--- src/shared/dmdc_pkg.sv ---
// Shared constants and types for the display memory DRAM controller
package dmdc_pkg;
  localparam int PLANES       = 4;
  localparam int PLANE_BITS   = 8;
  localparam int DATA_BITS    = PLANES * PLANE_BITS;
  localparam int PLANE_AW     = 16;
  localparam int DRAM_AW      = 8;
  localparam int HOST_AW      = 20;
  localparam int LIN_BIT      = 6;
  localparam int EARLY_EN_BIT = 3;
  localparam int A19_BIT      = 19;
  localparam logic [3:0] T_EARLY    = 4'h2;
  localparam logic [3:0] T_RAS      = 4'h3;
  localparam logic [3:0] T_CAS      = 4'h2;
  localparam logic [3:0] T_PRE      = 4'h2;
  localparam logic [9:0] REFRESH_INTERVAL = 10'h0180;
  localparam logic [HOST_AW-1:0] VGA_BASE = 20'hA_0000;
  localparam logic [HOST_AW-1:0] VGA_MASK = 20'hE_0000;
  localparam logic [15:0] IO_BASE  = 16'h03C0;
  localparam logic [15:0] IO_MASK  = 16'hFFC0;

  typedef enum logic [1:0] {DMDC_SRC_NONE, DMDC_SRC_REF, DMDC_SRC_DISP,
                            DMDC_SRC_CPU} dmdc_src_t;

  typedef struct packed {
    logic                 mem_rd;
    logic                 mem_wr;
    logic                 io_rd;
    logic                 io_wr;
    logic                 is16;
    logic [HOST_AW-1:0]   addr;
    logic [15:0]          wdata;
  } dmdc_host_req_t;

  typedef struct packed {
    logic [DRAM_AW-1:0]   addr_lo;
    logic [DRAM_AW-1:0]   addr_hi;
    logic                 ras_n;
    logic [PLANES-1:0]    cas_n;
    logic                 we_n;
    logic [DATA_BITS-1:0] wdata;
    logic                 wdata_oe;
  } dmdc_dram_t;
endpackage

--- src/verilog/dmdc_ctrl.sv ---
// Display memory DRAM controller: arbitration, timing and host decode
// Notes on behaviour
// - Memory is four byte-wide planes of 64 KB forming a 32-bit path.
// - Planes 0 and 1 share one address bus, planes 2 and 3 another.
// - Each plane has its own CAS, all share one RAS and one WE.
// - Refresh, screen fetch and CPU accesses are arbitrated here.
// - Refresh uses CAS-before-RAS cycles.
// - All DRAM timing is counted on the memory clock.
// - The host bus type comes from straps caught after reset.
// - 8-bit and 16-bit memory cycles are width translated; I/O cycles are only acknowledged.
// - All memory and I/O addresses are decoded internally.
// - Linear bit 6 qualifies chip select by reads/writes for 1 MB.
// - On ISA, the activity output goes high on valid VGA accesses.
// - On ISA, output select bit 3 turns the activity pin into early enable.
// - Early enable falls two clocks before RAS and holds until RAS.
// - Early enable stays high in graphics and on display fetches.
`timescale 1ns/10ps
`default_nettype none
module dmdc_ctrl
  import dmdc_pkg::*;
#(
  parameter int STRAP_W = 2
)(
  input  wire logic                 clk,
  input  wire logic                 reset,
  input  wire logic [STRAP_W-1:0]   strap_bus_type,
  input  wire dmdc_host_req_t       host_req,
  input  wire logic [7:0]           linear_mode_config_reg,
  input  wire logic [7:0]           output_select_reg,
  input  wire logic                 text_mode,
  input  wire logic                 disp_req,
  input  wire logic [PLANE_AW-1:0]  disp_addr,
  input  wire logic [DATA_BITS-1:0] dram_rdata,
  output dmdc_dram_t                dram_r,
  output logic [15:0]               host_rdata_r,
  output logic                      host_ready_r,
  output logic [DATA_BITS-1:0]      disp_data_r,
  output logic                      disp_ack_r,
  output logic [STRAP_W-1:0]        bus_type_r,
  output logic                      cpu_activity_out_r
);
  typedef enum {S_IDLE, S_EARLY, S_ROW, S_COL, S_PRE,
                S_CBR_CAS, S_CBR_RAS} dmdc_state_t;

  dmdc_state_t          state_r;
  dmdc_state_t          state_nxt;
  dmdc_src_t            src_r;
  logic [3:0]           cnt_r;
  logic [9:0]           ref_cnt_r;
  logic                 ref_pend_r;
  logic                 strap_taken_r;
  logic                 cpu_busy_r;
  dmdc_host_req_t       req_r;
  logic                 early_en_n_r;

  // Address decode
  wire logic mem_cyc   = host_req.mem_rd | host_req.mem_wr;
  wire logic io_cyc    = host_req.io_rd | host_req.io_wr;
  wire logic lin_en    = linear_mode_config_reg[LIN_BIT];
  wire logic vga_mem   = (host_req.addr & VGA_MASK) == VGA_BASE;
  wire logic lin_hit   = lin_en & mem_cyc;
  wire logic mem_hit   = mem_cyc & (vga_mem | lin_hit);
  wire logic io_hit    = io_cyc & ((host_req.addr[15:0] & IO_MASK) == IO_BASE);
  wire logic cpu_hit   = (mem_hit | io_hit) & ~cpu_busy_r & ~host_ready_r;
  wire logic is_isa    = bus_type_r == '0;
  wire logic early_sel = output_select_reg[EARLY_EN_BIT];
  wire logic ref_due   = ref_cnt_r == REFRESH_INTERVAL;

  // Arbiter: refresh first, then screen fetch, then CPU
  // arbitration priority
  wire logic start_ref  = (state_r == S_IDLE) & ref_pend_r;
  wire logic start_disp = (state_r == S_IDLE) & ~ref_pend_r & disp_req;
  wire logic start_cpu  = (state_r == S_IDLE) & ~ref_pend_r & ~disp_req &
                          cpu_busy_r & (req_r.mem_rd | req_r.mem_wr);
  // Source of the slot being launched now; src_r lags by one clock
  wire dmdc_src_t src_cur = start_ref  ? DMDC_SRC_REF :
                            start_disp ? DMDC_SRC_DISP :
                            start_cpu  ? DMDC_SRC_CPU : src_r;

  // plane and lane selection for width translation
  wire logic [1:0] plane_sel = req_r.addr[1:0];
  wire logic [PLANE_AW-1:0] cpu_word = req_r.addr[PLANE_AW+1:2];
  wire logic [PLANE_AW-1:0] row_col_src =
    (src_cur == DMDC_SRC_DISP) ? disp_addr : cpu_word;
  logic [PLANES-1:0] cas_mask;
  always_comb
  begin
    cas_mask = '0;
    if (src_cur == DMDC_SRC_DISP || src_cur == DMDC_SRC_REF)
      cas_mask = '1;
    else
    begin
      cas_mask[plane_sel] = 1'b1;
      if (req_r.is16)
        cas_mask[plane_sel | 2'h1] = 1'b1;
    end
  end

  wire logic cnt_done   = cnt_r == 4'h1;
  wire logic cpu_text   = start_cpu & text_mode;

  // every transition out of a state other than S_IDLE is counted in memory clocks
  always_comb
  begin
    state_nxt = state_r;
    unique case (state_r)
      S_IDLE:
        if (start_ref)
          state_nxt = S_CBR_CAS;
        else if (cpu_text)
          state_nxt = S_EARLY;
        else if (start_disp | start_cpu)
          state_nxt = S_ROW;
      S_EARLY:   if (cnt_done) state_nxt = S_ROW;
      S_ROW:     if (cnt_done) state_nxt = S_COL;
      S_COL:     if (cnt_done) state_nxt = S_PRE;
      S_CBR_CAS: if (cnt_done) state_nxt = S_CBR_RAS;
      S_CBR_RAS: if (cnt_done) state_nxt = S_PRE;
      S_PRE:     if (cnt_done) state_nxt = S_IDLE;
    endcase
  end

  wire logic [3:0] cnt_load =
    (state_nxt == S_EARLY) ? T_EARLY :
    (state_nxt == S_ROW)   ? T_RAS :
    (state_nxt == S_COL || state_nxt == S_CBR_CAS) ? T_CAS :
    (state_nxt == S_CBR_RAS) ? T_RAS : T_PRE;
  wire logic [3:0] cnt_nxt = (state_nxt != state_r) ? cnt_load :
                             (cnt_r - 4'h1);
  wire logic ras_on = state_nxt == S_ROW || state_nxt == S_COL ||
                      state_nxt == S_CBR_RAS;
  wire logic cas_on = state_nxt == S_COL || state_nxt == S_CBR_CAS ||
                      state_nxt == S_CBR_RAS;
  wire logic cpu_wr = src_cur == DMDC_SRC_CPU && req_r.mem_wr;
  wire logic cyc_end = state_r == S_COL && cnt_done;
  wire logic io_done = cpu_busy_r & ~req_r.mem_rd & ~req_r.mem_wr;
  wire logic [15:0] rd_lane = plane_sel[1] ? dram_rdata[31:16] :
                              dram_rdata[15:0];
  wire logic [15:0] rd_host = req_r.is16 ? rd_lane :
    {8'h00, dram_rdata[plane_sel*PLANE_BITS +: PLANE_BITS]};
  wire logic [PLANE_BITS-1:0] wr_byte = req_r.wdata[7:0];
  wire logic [15:0] wr_lane = req_r.is16 ? req_r.wdata : {wr_byte, wr_byte};
  // early enable low from two clocks before RAS until RAS
  // only CPU text accesses lower it
  wire logic early_en_nxt = ~(state_nxt == S_EARLY);

  always_ff @(posedge clk)
    if (reset)
    begin
      state_r <= S_IDLE;
      cnt_r   <= '0;
    end
    else
    begin
      state_r <= state_nxt;
      cnt_r   <= cnt_nxt;
    end

  always_ff @(posedge clk)
    if (reset)
      src_r <= DMDC_SRC_NONE;
    else if (start_ref)
      src_r <= DMDC_SRC_REF;
    else if (start_disp)
      src_r <= DMDC_SRC_DISP;
    else if (start_cpu)
      src_r <= DMDC_SRC_CPU;

  // Refresh timer; a new request wins over the clear of the pending flag
  always_ff @(posedge clk)
    if (reset)
    begin
      ref_cnt_r  <= '0;
      ref_pend_r <= 1'b0;
    end
    else
    begin
      ref_cnt_r  <= ref_due ? '0 : ref_cnt_r + 10'h001;
      ref_pend_r <= ref_due | (ref_pend_r & ~start_ref);
    end

  // straps caught on the first clock after reset release
  always_ff @(posedge clk)
    if (reset)
    begin
      strap_taken_r <= 1'b0;
      bus_type_r    <= '0;
    end
    else if (!strap_taken_r)
    begin
      strap_taken_r <= 1'b1;
      bus_type_r    <= strap_bus_type;
    end

  // Host request latch; holds a memory cycle until its DRAM slot completes, an I/O cycle for one clock
  always_ff @(posedge clk)
    if (reset)
    begin
      cpu_busy_r <= 1'b0;
      req_r      <= '0;
    end
    else if (cpu_hit)
    begin
      cpu_busy_r <= 1'b1;
      req_r      <= host_req;
    end
    else if ((cyc_end && src_r == DMDC_SRC_CPU) || io_done)
      cpu_busy_r <= 1'b0;

  always_ff @(posedge clk)
    if (reset)
    begin
      host_ready_r <= 1'b0;
      host_rdata_r <= '0;
    end
    else
    begin
      host_ready_r <= (cyc_end && src_r == DMDC_SRC_CPU) || io_done;
      if (cyc_end && src_r == DMDC_SRC_CPU && req_r.mem_rd)
        host_rdata_r <= rd_host;
    end

  always_ff @(posedge clk)
    if (reset)
    begin
      disp_ack_r  <= 1'b0;
      disp_data_r <= '0;
    end
    else
    begin
      disp_ack_r <= cyc_end && src_r == DMDC_SRC_DISP;
      if (cyc_end && src_r == DMDC_SRC_DISP)
        disp_data_r <= dram_rdata;
    end

  always_ff @(posedge clk)
    if (reset)
      dram_r <= '{addr_lo: '0, addr_hi: '0, ras_n: 1'b1, cas_n: '1,
                  we_n: 1'b1, wdata: '0, wdata_oe: 1'b0};
    else
    begin
      dram_r.addr_lo  <= (state_nxt == S_ROW) ?
                         row_col_src[PLANE_AW-1:DRAM_AW] :
                         row_col_src[DRAM_AW-1:0];
      dram_r.addr_hi  <= (state_nxt == S_ROW) ?
                         row_col_src[PLANE_AW-1:DRAM_AW] :
                         row_col_src[DRAM_AW-1:0];
      dram_r.ras_n    <= ~ras_on;
      dram_r.cas_n    <= cas_on ? ~cas_mask : '1;
      dram_r.we_n     <= ~(cpu_wr && state_nxt == S_COL);
      dram_r.wdata    <= {wr_lane, wr_lane};
      dram_r.wdata_oe <= cpu_wr && (state_nxt == S_ROW ||
                                    state_nxt == S_COL);
    end

  // activity pin or early enable, ISA only
  always_ff @(posedge clk)
    if (reset)
    begin
      early_en_n_r       <= 1'b1;
      cpu_activity_out_r <= 1'b0;
    end
    else
    begin
      early_en_n_r <= early_en_nxt;
      if (is_isa && early_sel)
        cpu_activity_out_r <= early_en_nxt;
      else
        cpu_activity_out_r <= is_isa & cpu_hit;
    end

  // Assertions
  a_early_before_ras: assert property (@(posedge clk) disable iff (reset)
    $fell(early_en_n_r) |=> early_en_n_r == 1'b0 ##1 $fell(dram_r.ras_n))
    else $error("early enable not two clocks before RAS");
  a_no_early_graph: assert property (@(posedge clk) disable iff (reset)
    !text_mode && state_r == S_IDLE |=> early_en_n_r)
    else $error("early enable low outside text access");
  a_cbr_order: assert property (@(posedge clk) disable iff (reset)
    state_r == S_CBR_RAS |-> dram_r.cas_n == '0)
    else $error("CAS not low before RAS in refresh");
  a_refresh_served: assert property (@(posedge clk) disable iff (reset)
    $rose(ref_pend_r) |-> ##[1:20] state_r == S_CBR_CAS)
    else $error("refresh not started");
  a_activity_pulse: assert property (@(posedge clk) disable iff (reset)
    is_isa && !early_sel && cpu_hit |=> cpu_activity_out_r)
    else $error("activity not raised");
  a_strap_hold: assert property (@(posedge clk) disable iff (reset)
    strap_taken_r && $past(strap_taken_r) |-> $stable(bus_type_r))
    else $error("bus type changed after strap capture");
  a_we_shared: assert property (@(posedge clk) disable iff (reset)
    !dram_r.we_n |-> !dram_r.ras_n)
    else $error("write enable outside row cycle");
  a_ras_width: assert property (@(posedge clk) disable iff (reset)
    $fell(dram_r.ras_n) |-> !dram_r.ras_n [*2])
    else $error("RAS pulse too short");
endmodule // dmdc_ctrl
`default_nettype wire
--- config.mk ---
export PLATFORM = sky130hd
export DESIGN_NAME = dmdc_ctrl
export DESIGN_NICKNAME = d
export VERILOG_FILES = /design/src/shared/dmdc_pkg.sv /design/src/verilog/dmdc_ctrl.sv
export SDC_FILE = /design/constraint.sdc
export NUM_CORES = 1
export LEC_CHECK = 0
export ABC_CLOCK_PERIOD_IN_PS = 3400
export BUFFER_PORTS_ARGS = -buffer_cell sky130_fd_sc_hd__clkbuf_2
export CAP_MARGIN = 25
export CORE_ASPECT_RATIO = 0.5
export CORE_MARGIN = 4
export CORE_UTILIZATION = 45
export CTS_CLUSTER_DIAMETER = 200
export DETAILED_ROUTE_END_ITERATION = 8
export GPL_TIMING_DRIVEN = 0
export PLACE_DENSITY = 0.75
export SLEW_MARGIN = 40
export SYNTH_ARGS = -nofsm -noshare
export SYNTH_HDL_FRONTEND = slang
export SYNTH_SLANG_ARGS = --single-unit
--- constraint.sdc ---
create_clock -name clk -period 3.4 [get_ports clk]
set_input_delay 0.34 -clock clk [delete_from_list [all_inputs] [get_ports clk]]
set_output_delay 0.34 -clock clk [all_outputs]
set_load 0.01 [all_outputs]
# ---- Word level (Yosys, flattened, before mapping)
# Index checks and enable logic that the tools add are counted.
dict set report totals {
  input_bits 111
  register_bits 188
  wordCells 144
  out_inout_bits 108
}
dict set report classes {
  n_eq_ne 22
  shift 1
  n_lt_le_gt_ge 4
  n_mux 32
  bitwise 36
  add_sub_neg 2
  n_reduce_logical 23
}
# operator n
set op_table {}
lappend op_table {{32-bit 2-to-1 mux} 8}
lappend op_table {{32-bit by 3-bit == test with 1-bit output (second input constant)} 6}
lappend op_table {{32-bit one-hot mux with 6 select lines} 1}
lappend op_table {{32-bit by 2-bit == test with 1-bit output (second input constant)} 3}
lappend op_table {{32-bit by 4-bit == test with 1-bit output (second input constant)} 2}
lappend op_table {{32-bit logical NOT} 2}
lappend op_table {{16-bit 2-to-1 mux} 4}
lappend op_table {{32-bit by 1-bit == test with 1-bit output (second input constant)} 1}
lappend op_table {{32-bit != test} 1}
lappend op_table {{32-bit by 6-bit indexed part select with 8-bit output} 1}
lappend op_table {{1-bit AND} 16}
lappend op_table {{4-bit 2-to-1 mux} 3}
lappend op_table {{1-bit inverter} 11}
lappend op_table {{10-bit by 1-bit adder with 10-bit output (second input constant)} 1}
lappend op_table {{10-bit by 4-bit == test with 1-bit output (second input constant)} 1}
lappend op_table {{10-bit by 9-bit == test with 1-bit output (second input constant)} 1}
lappend op_table {{1-bit logical AND} 10}
lappend op_table {{1-bit 2-to-1 mux} 10}
lappend op_table {{2-bit == test (second input constant)} 4}
lappend op_table {{8-bit 2-to-1 mux} 1}
lappend op_table {{1-bit bitwise OR} 7}
lappend op_table {{1-bit logical OR} 6}
lappend op_table {{2-bit by 3-bit < comparator with 1-bit output (second input constant)} 2}
lappend op_table {{2-bit 2-to-1 mux} 3}
lappend op_table {{other kinds (12)} 15}

# ---- Logic depth before layout (Yosys ltp)
dict set report depth {
  ltp_word 16
  ltp_mapped 11
  ltp_nobuf 10
}

# ---- Least setup slack after synthesis
# Ideal clock, no wire load.
dict set report synth_timing {
  path_type {reg2reg}
  start {reg state_r[14]}
  end {reg dram_r[45] (netlist name)}
  setup_ps 123
  slack_ps 165
  arrival_time_ps 3111
  stages_incl_launch_ff 12
  period_less_slack_ps 3235
  path_cell_list {dfxtp_1 -> nor4_1 -> nand4b_4 -> nor3_1 -> o21ai_0 -> a22oi_1 -> ha_1 -> clkbuf_1 -> clkbuf_1 -> mux2i_1 -> nor2_1 -> mux2_1}
}
dict set report synth_between {
  word_cells_on_any_way 33
}
# item line
set synth_lines {}
lappend synth_lines {{start: declaration} dmdc_ctrl.sv:45} ;# dmdc_state_t state_r;
lappend synth_lines {{start signal: assignment} dmdc_ctrl.sv:155} ;# state_r <= state_nxt;
lappend synth_lines {{32-bit logical NOT *} {dmdc_ctrl.sv:71, dmdc_ctrl.sv:72, dmdc_ctrl.sv:73}}
lappend synth_lines {{1-bit AND} {dmdc_ctrl.sv:72, dmdc_ctrl.sv:73}}
lappend synth_lines {{1-bit AND (2 in a row)} dmdc_ctrl.sv:73} ;# wire logic start_cpu = (state_r == S_IDLE) & ~ref_pend_r & ~disp_req &
lappend synth_lines {{1-bit AND} dmdc_ctrl.sv:74} ;# cpu_busy_r & (req_r.mem_rd | req_r.mem_wr);
lappend synth_lines {{2-bit 2-to-1 mux} dmdc_ctrl.sv:78} ;# start_cpu ? DMDC_SRC_CPU : src_r;
lappend synth_lines {{2-bit 2-to-1 mux} --}
lappend synth_lines {{2-bit 2-to-1 mux *} --}
lappend synth_lines {{net src_cur[1]} dmdc_ctrl.sv:76} ;# wire dmdc_src_t src_cur = start_ref ? DMDC_SRC_REF :
lappend synth_lines {{2-bit == test *} dmdc_ctrl.sv:84} ;# (src_cur == DMDC_SRC_DISP) ? disp_addr : cpu_word;
lappend synth_lines {{16-bit 2-to-1 mux *} dmdc_ctrl.sv:84}
lappend synth_lines {{8-bit 2-to-1 mux *} dmdc_ctrl.sv:245} ;# dram_r.addr_hi <= (state_nxt == S_ROW) ?
lappend synth_lines {{end signal: assignment} dmdc_ctrl.sv:238} ;# dram_r <= '{addr_lo: '0, addr_hi: '0, ras_n: 1'b1, cas_n: '1,
lappend synth_lines {{end: declaration} dmdc_ctrl.sv:34} ;# output dmdc_dram_t dram_r,
# The timed path passes the listed nets; every way through them passes the cells marked *.
# A chain may end at the register's enable or synchronous reset.

# ---- Worst setup path after layout
dict set report layout_timing {
  start {reg state_r[8]}
  end {reg dram_r[46] (netlist name)}
}
# The elaborated chain is that of the path after synthesis.

==> results.rst <==
.. list-table::
   :header-rows: 1

   * - Metric
     - Value
   * - Classification of the worst setup path
     - flip-flop to flip-flop
   * - Outcome
     - completed
   * - Top cells by area in the synthesized netlist
     - sky130_fd_sc_hd__dfxtp_1 50%, sky130_fd_sc_hd__mux2i_1 10%, sky130_fd_sc_hd__nand2_1 4.9%
   * - Port-buffer cells
     - 203
   * - Final hold violation count
     - 0
   * - Setup Skew
     - 0.0144 ns
   * - Post-Synthesis Net Count
     - 860
   * - Tot GR Track Use
     - 21.1%
   * - Leakage component of the power
     - 3.99 nW
   * - Final HPWL DP
     - 14.7 mm
   * - FMAX
     - roughly 320 MHz
   * - Total CTS buffers
     - 17
   * - Top-area cell type share of the netlist area
     - 49.7%
   * - Wire length of the first global-routing pass
     - 29.3 mm
   * - Clock tree sinks
     - 172
   * - Global route total overflow
     - 0
   * - Min-Delay Path Class
     - primary input to flip-flop
   * - Overall die height
     - ~96 um
   * - Share of the yosys chip area belonging to registers
     - between 40% and 50%
   * - Number of enable flip-flop cells after synthesis
     - 0
   * - Number of H-tree levels
     - 4
   * - Top flip-flop cell by instance count after synthesis
     - sky130_fd_sc_hd__dfxtp_1
   * - Total setup violations reported at the end of the flow
     - 0
   * - Worst vdd ir
     - 0.000386 V
   * - Aggregate routed wire length
     - 19.1 mm
   * - Slowest library cell on the worst path
     - sky130_fd_sc_hd__ha_2
   * - Die width
     - 183 um
   * - Full die area
     - 0.0176 mm^2
   * - Avg Vias per Cell
     - 5.06
   * - Clock insertion delay at the later pin of the skew report
     - around 0.43 ns
   * - Maximum number of pins on one net before global-route repair
     - 17
   * - Number of iterations in the first detailed-routing pass
     - 5
   * - Setup TNS
     - 0 ns
   * - CTS Buffer Depth
     - 2
   * - Fraction of final layout cells sized beyond drive strength 1
     - 29.2%
   * - Fill cell total of the finished layout
     - between 1000 and 1500
   * - Core area
     - 0.0147 mm^2
   * - Number of different library cells in the post-synthesis netlist
     - 61
   * - Power per cell area
     - 614 mW/mm^2
   * - Site row count
     - 31
   * - Count of warnings emitted by yosys
     - 0
   * - Worst Path Required
     - 3.71 ns
   * - First DRT Iteration DRCs
     - roughly 250
   * - Count of max-cap constraint violations
     - 0
   * - Biggest cell delay along the critical path
     - approximately 0.4 ns
   * - Most frequent cells in the layout
     - 204 x sky130_fd_sc_hd__clkbuf_2, 172 x sky130_fd_sc_hd__dfxtp_1, 91 x sky130_fd_sc_hd__nand2_1, 85 x sky130_fd_sc_hd__nor2_1, 71 x sky130_fd_sc_hd__mux2i_1
   * - Via count of the routed design
     - 5954
   * - Shortest clock period the worst path allows after layout
     - ~3.1 ns
   * - Clock Root Buffer
     - sky130_fd_sc_hd__clkbuf_16
   * - Yosys top cell by area
     - sky130_fd_sc_hd__dfxtp_1
   * - Cell Chain, Critical Path
     - nor4_1, nand4_1, nor3_2, o21ai_0, a22oi_1, ha_2, clkbuf_4, mux2i_1, nor2_1, mux2_1
   * - Slew of the pin with the lowest slew margin
     - 0.765 ns
   * - Final Instance Area
     - 0.00882 mm^2
   * - Critical path arrival
     - 3.45 ns
   * - Clock input transition at the sequential cells of the worst setup and hold paths
     - 0.07 ns
   * - Most frequent standard cell in the layout excluding fill and tap cells
     - sky130_fd_sc_hd__clkbuf_2
   * - Initial Utilization
     - about 47%
   * - Cell area after synthesis
     - about 0.0069 mm^2
   * - Ports
     - 219
   * - Inserted Diodes
     - 0
   * - Highest net fanout along the worst path
     - 10
   * - Placed standard-cell area
     - 0.00819 mm^2
   * - CP Launch Type
     - flip-flop
   * - Setup repair after global routing missed its margin
     - false
   * - Critical path capture point type
     - flip-flop
   * - Detail Route Antenna Nets
     - 0
   * - Area growth, synth to finish
     - 27.5%
   * - Routability-driven placement congestion ratio
     - between 0.8 and 0.9
   * - Mean Syn Cell Area
     - 9.32 um^2
   * - Worst rel slew slack
     - 49.0%
   * - Share of the clock period used by the worst path
     - 92.3%
   * - Number of instances in the synthesized netlist
     - ~740
   * - Final design utilization
     - 59.9%
   * - Final Net Count
     - 1083
   * - Share of synthesized registers carrying an async set or reset
     - 0%
   * - Flops & latches, synth
     - around 170
   * - Initial antenna violation count
     - 0
   * - Via count of the first global-routing pass
     - 5777
   * - Pins Over Slew Limit
     - 0
   * - Mean routed wirelength per cell
     - about 16 um
   * - Overall power of the completed layout
     - 0.00542 W
   * - # DRC
     - 0
   * - TritonCTS clock tree
     - built
power breakdown:
| group | switching, W | total [W] | leakage, nW | internal, W |
|---|---|---|---|---|
| sequential | 0.0000949 | 0.00226 | 1.40 | 0.00217 |
| combinational | 0.000650 | 0.00120 | 2.30 | 0.000548 |
| clock | 0.000838 | 0.00196 | 0.293 | 0.00112 |
| total | 0.00158 | 0.00542 | 3.99 | 0.00384 |
flip-flops by register name, indices dropped and copies added (netlist names):
| name | cells |
|---|---|
| cpu_activity_out_r | 1 |
| ref_pend_r | 1 |
| host_ready_r | 1 |
| state_r | 32 |
| cpu_word | 16 |
| req_r | 19 |
| dram_r | 31 |
| bus_type_r | 2 |
| disp_data_r | 32 |
| host_rdata_r | 16 |
| cnt_r | 4 |
| ref_cnt_r | 10 |
| cpu_busy_r | 1 |
| strap_taken_r | 1 |
| src_r | 2 |
| disp_ack_r | 1 |
| plane_sel | 2 |
logic make-up after synthesis:
logic type / Yosys count / share of synthesized area, %
compound gates: 110 / 9.96
xor+xnor: 10 / 1.27
mux: 87 / 12.9
simple gates: 277 / 19.2
flops: 172 / 49.7
buf+inv: 81 / 5.84
fa+ha+maj: 6 / 1.08
critical path: cells and delay by family (launching register included):
kind / cells / cell delay (ns)
flip-flops: 1 / 0.31
adder cells (fa/ha/maj): 1 / 0.40
multiplexers: 2 / 0.52
buffers and inverters: 1 / 0.32
AND/OR/NAND/NOR: 4 / 1.00
AO/OA/AOI/OAI: 2 / 0.47
metrics by stage:
stage          setup slack, ns  instances  hold slack [ns]
3_3_place_gp            -0.486       1144            0.437
5_1_grt                 0.0310       1176            0.146
6_report                 0.260       1176            0.144
4_1_cts                 0.0315       1175            0.141
3_5_place_dp            -0.614       1144            0.444
2_1_floorplan            0.165        743            0.438
synthesized netlist by cell type, types with 6 or more instances:
master and instances:
sky130_fd_sc_hd__dfxtp_1 172, sky130_fd_sc_hd__buf_1 6, sky130_fd_sc_hd__a21oi_1 57, sky130_fd_sc_hd__nor2_1 85
sky130_fd_sc_hd__nand2_1 91, sky130_fd_sc_hd__o311ai_0 6, sky130_fd_sc_hd__buf_4 25, sky130_fd_sc_hd__nand3_1 15
sky130_fd_sc_hd__nor3_1 8, sky130_fd_sc_hd__inv_1 12, sky130_fd_sc_hd__mux2_2 8, sky130_fd_sc_hd__nor2b_1 37
sky130_fd_sc_hd__mux2_1 8, sky130_fd_sc_hd__nor4_1 9, sky130_fd_sc_hd__clkbuf_1 33, sky130_fd_sc_hd__ha_1 6
sky130_fd_sc_hd__mux2i_1 71, sky130_fd_sc_hd__o21ai_0 16
metal layers:
metal | part of all wire (%) | track usage [%]
met2 | 47 | 35.0
met5 | 0 | 0
met4 | 0.95 | 5.58
met1 | 45 | 28.4
met3 | 6.7 | 4.64
final timing paths:
check / startpoint / endpoint / slack, ns / cells past startpoint
setup reg to reg: state_r[8] / dram_r[46] / 0.26 / 10
hold / removal: host_req[20] / cpu_word[2] / 0.14 / 3
hold reg to reg: disp_data_r[30] / disp_data_r[30] / 0.45 / 2
setup / recovery: state_r[8] / dram_r[46] / 0.26 / 10
repair_timing:
action                                  4_1_cts  5_1_grt
hold buffers                                  0        0
resized for setup                             3        4
pin swaps                                     1        1
buffers inserted                              1        1
endpoints found under the setup margin        8        8
layout make-up:
| type | count | area [um^2] | area share, % |
|---|---|---|---|
| Multi-Input combinational cell | 490 | 3100 | 35.1 |
| Tap cell | 198 | 248 | 2.81 |
| Clock buffer | 18 | 439 | 4.98 |
| Inverter | 12 | 45.0 | 0.510 |
| Clock inverter | 13 | 159 | 1.80 |
| Timing Repair Buffer | 205 | 1030 | 11.7 |
| Sequential cell | 172 | 3440 | 39.0 |
| Buffer | 68 | 360 | 4.08 |
(Power assumes the default switching activity.)
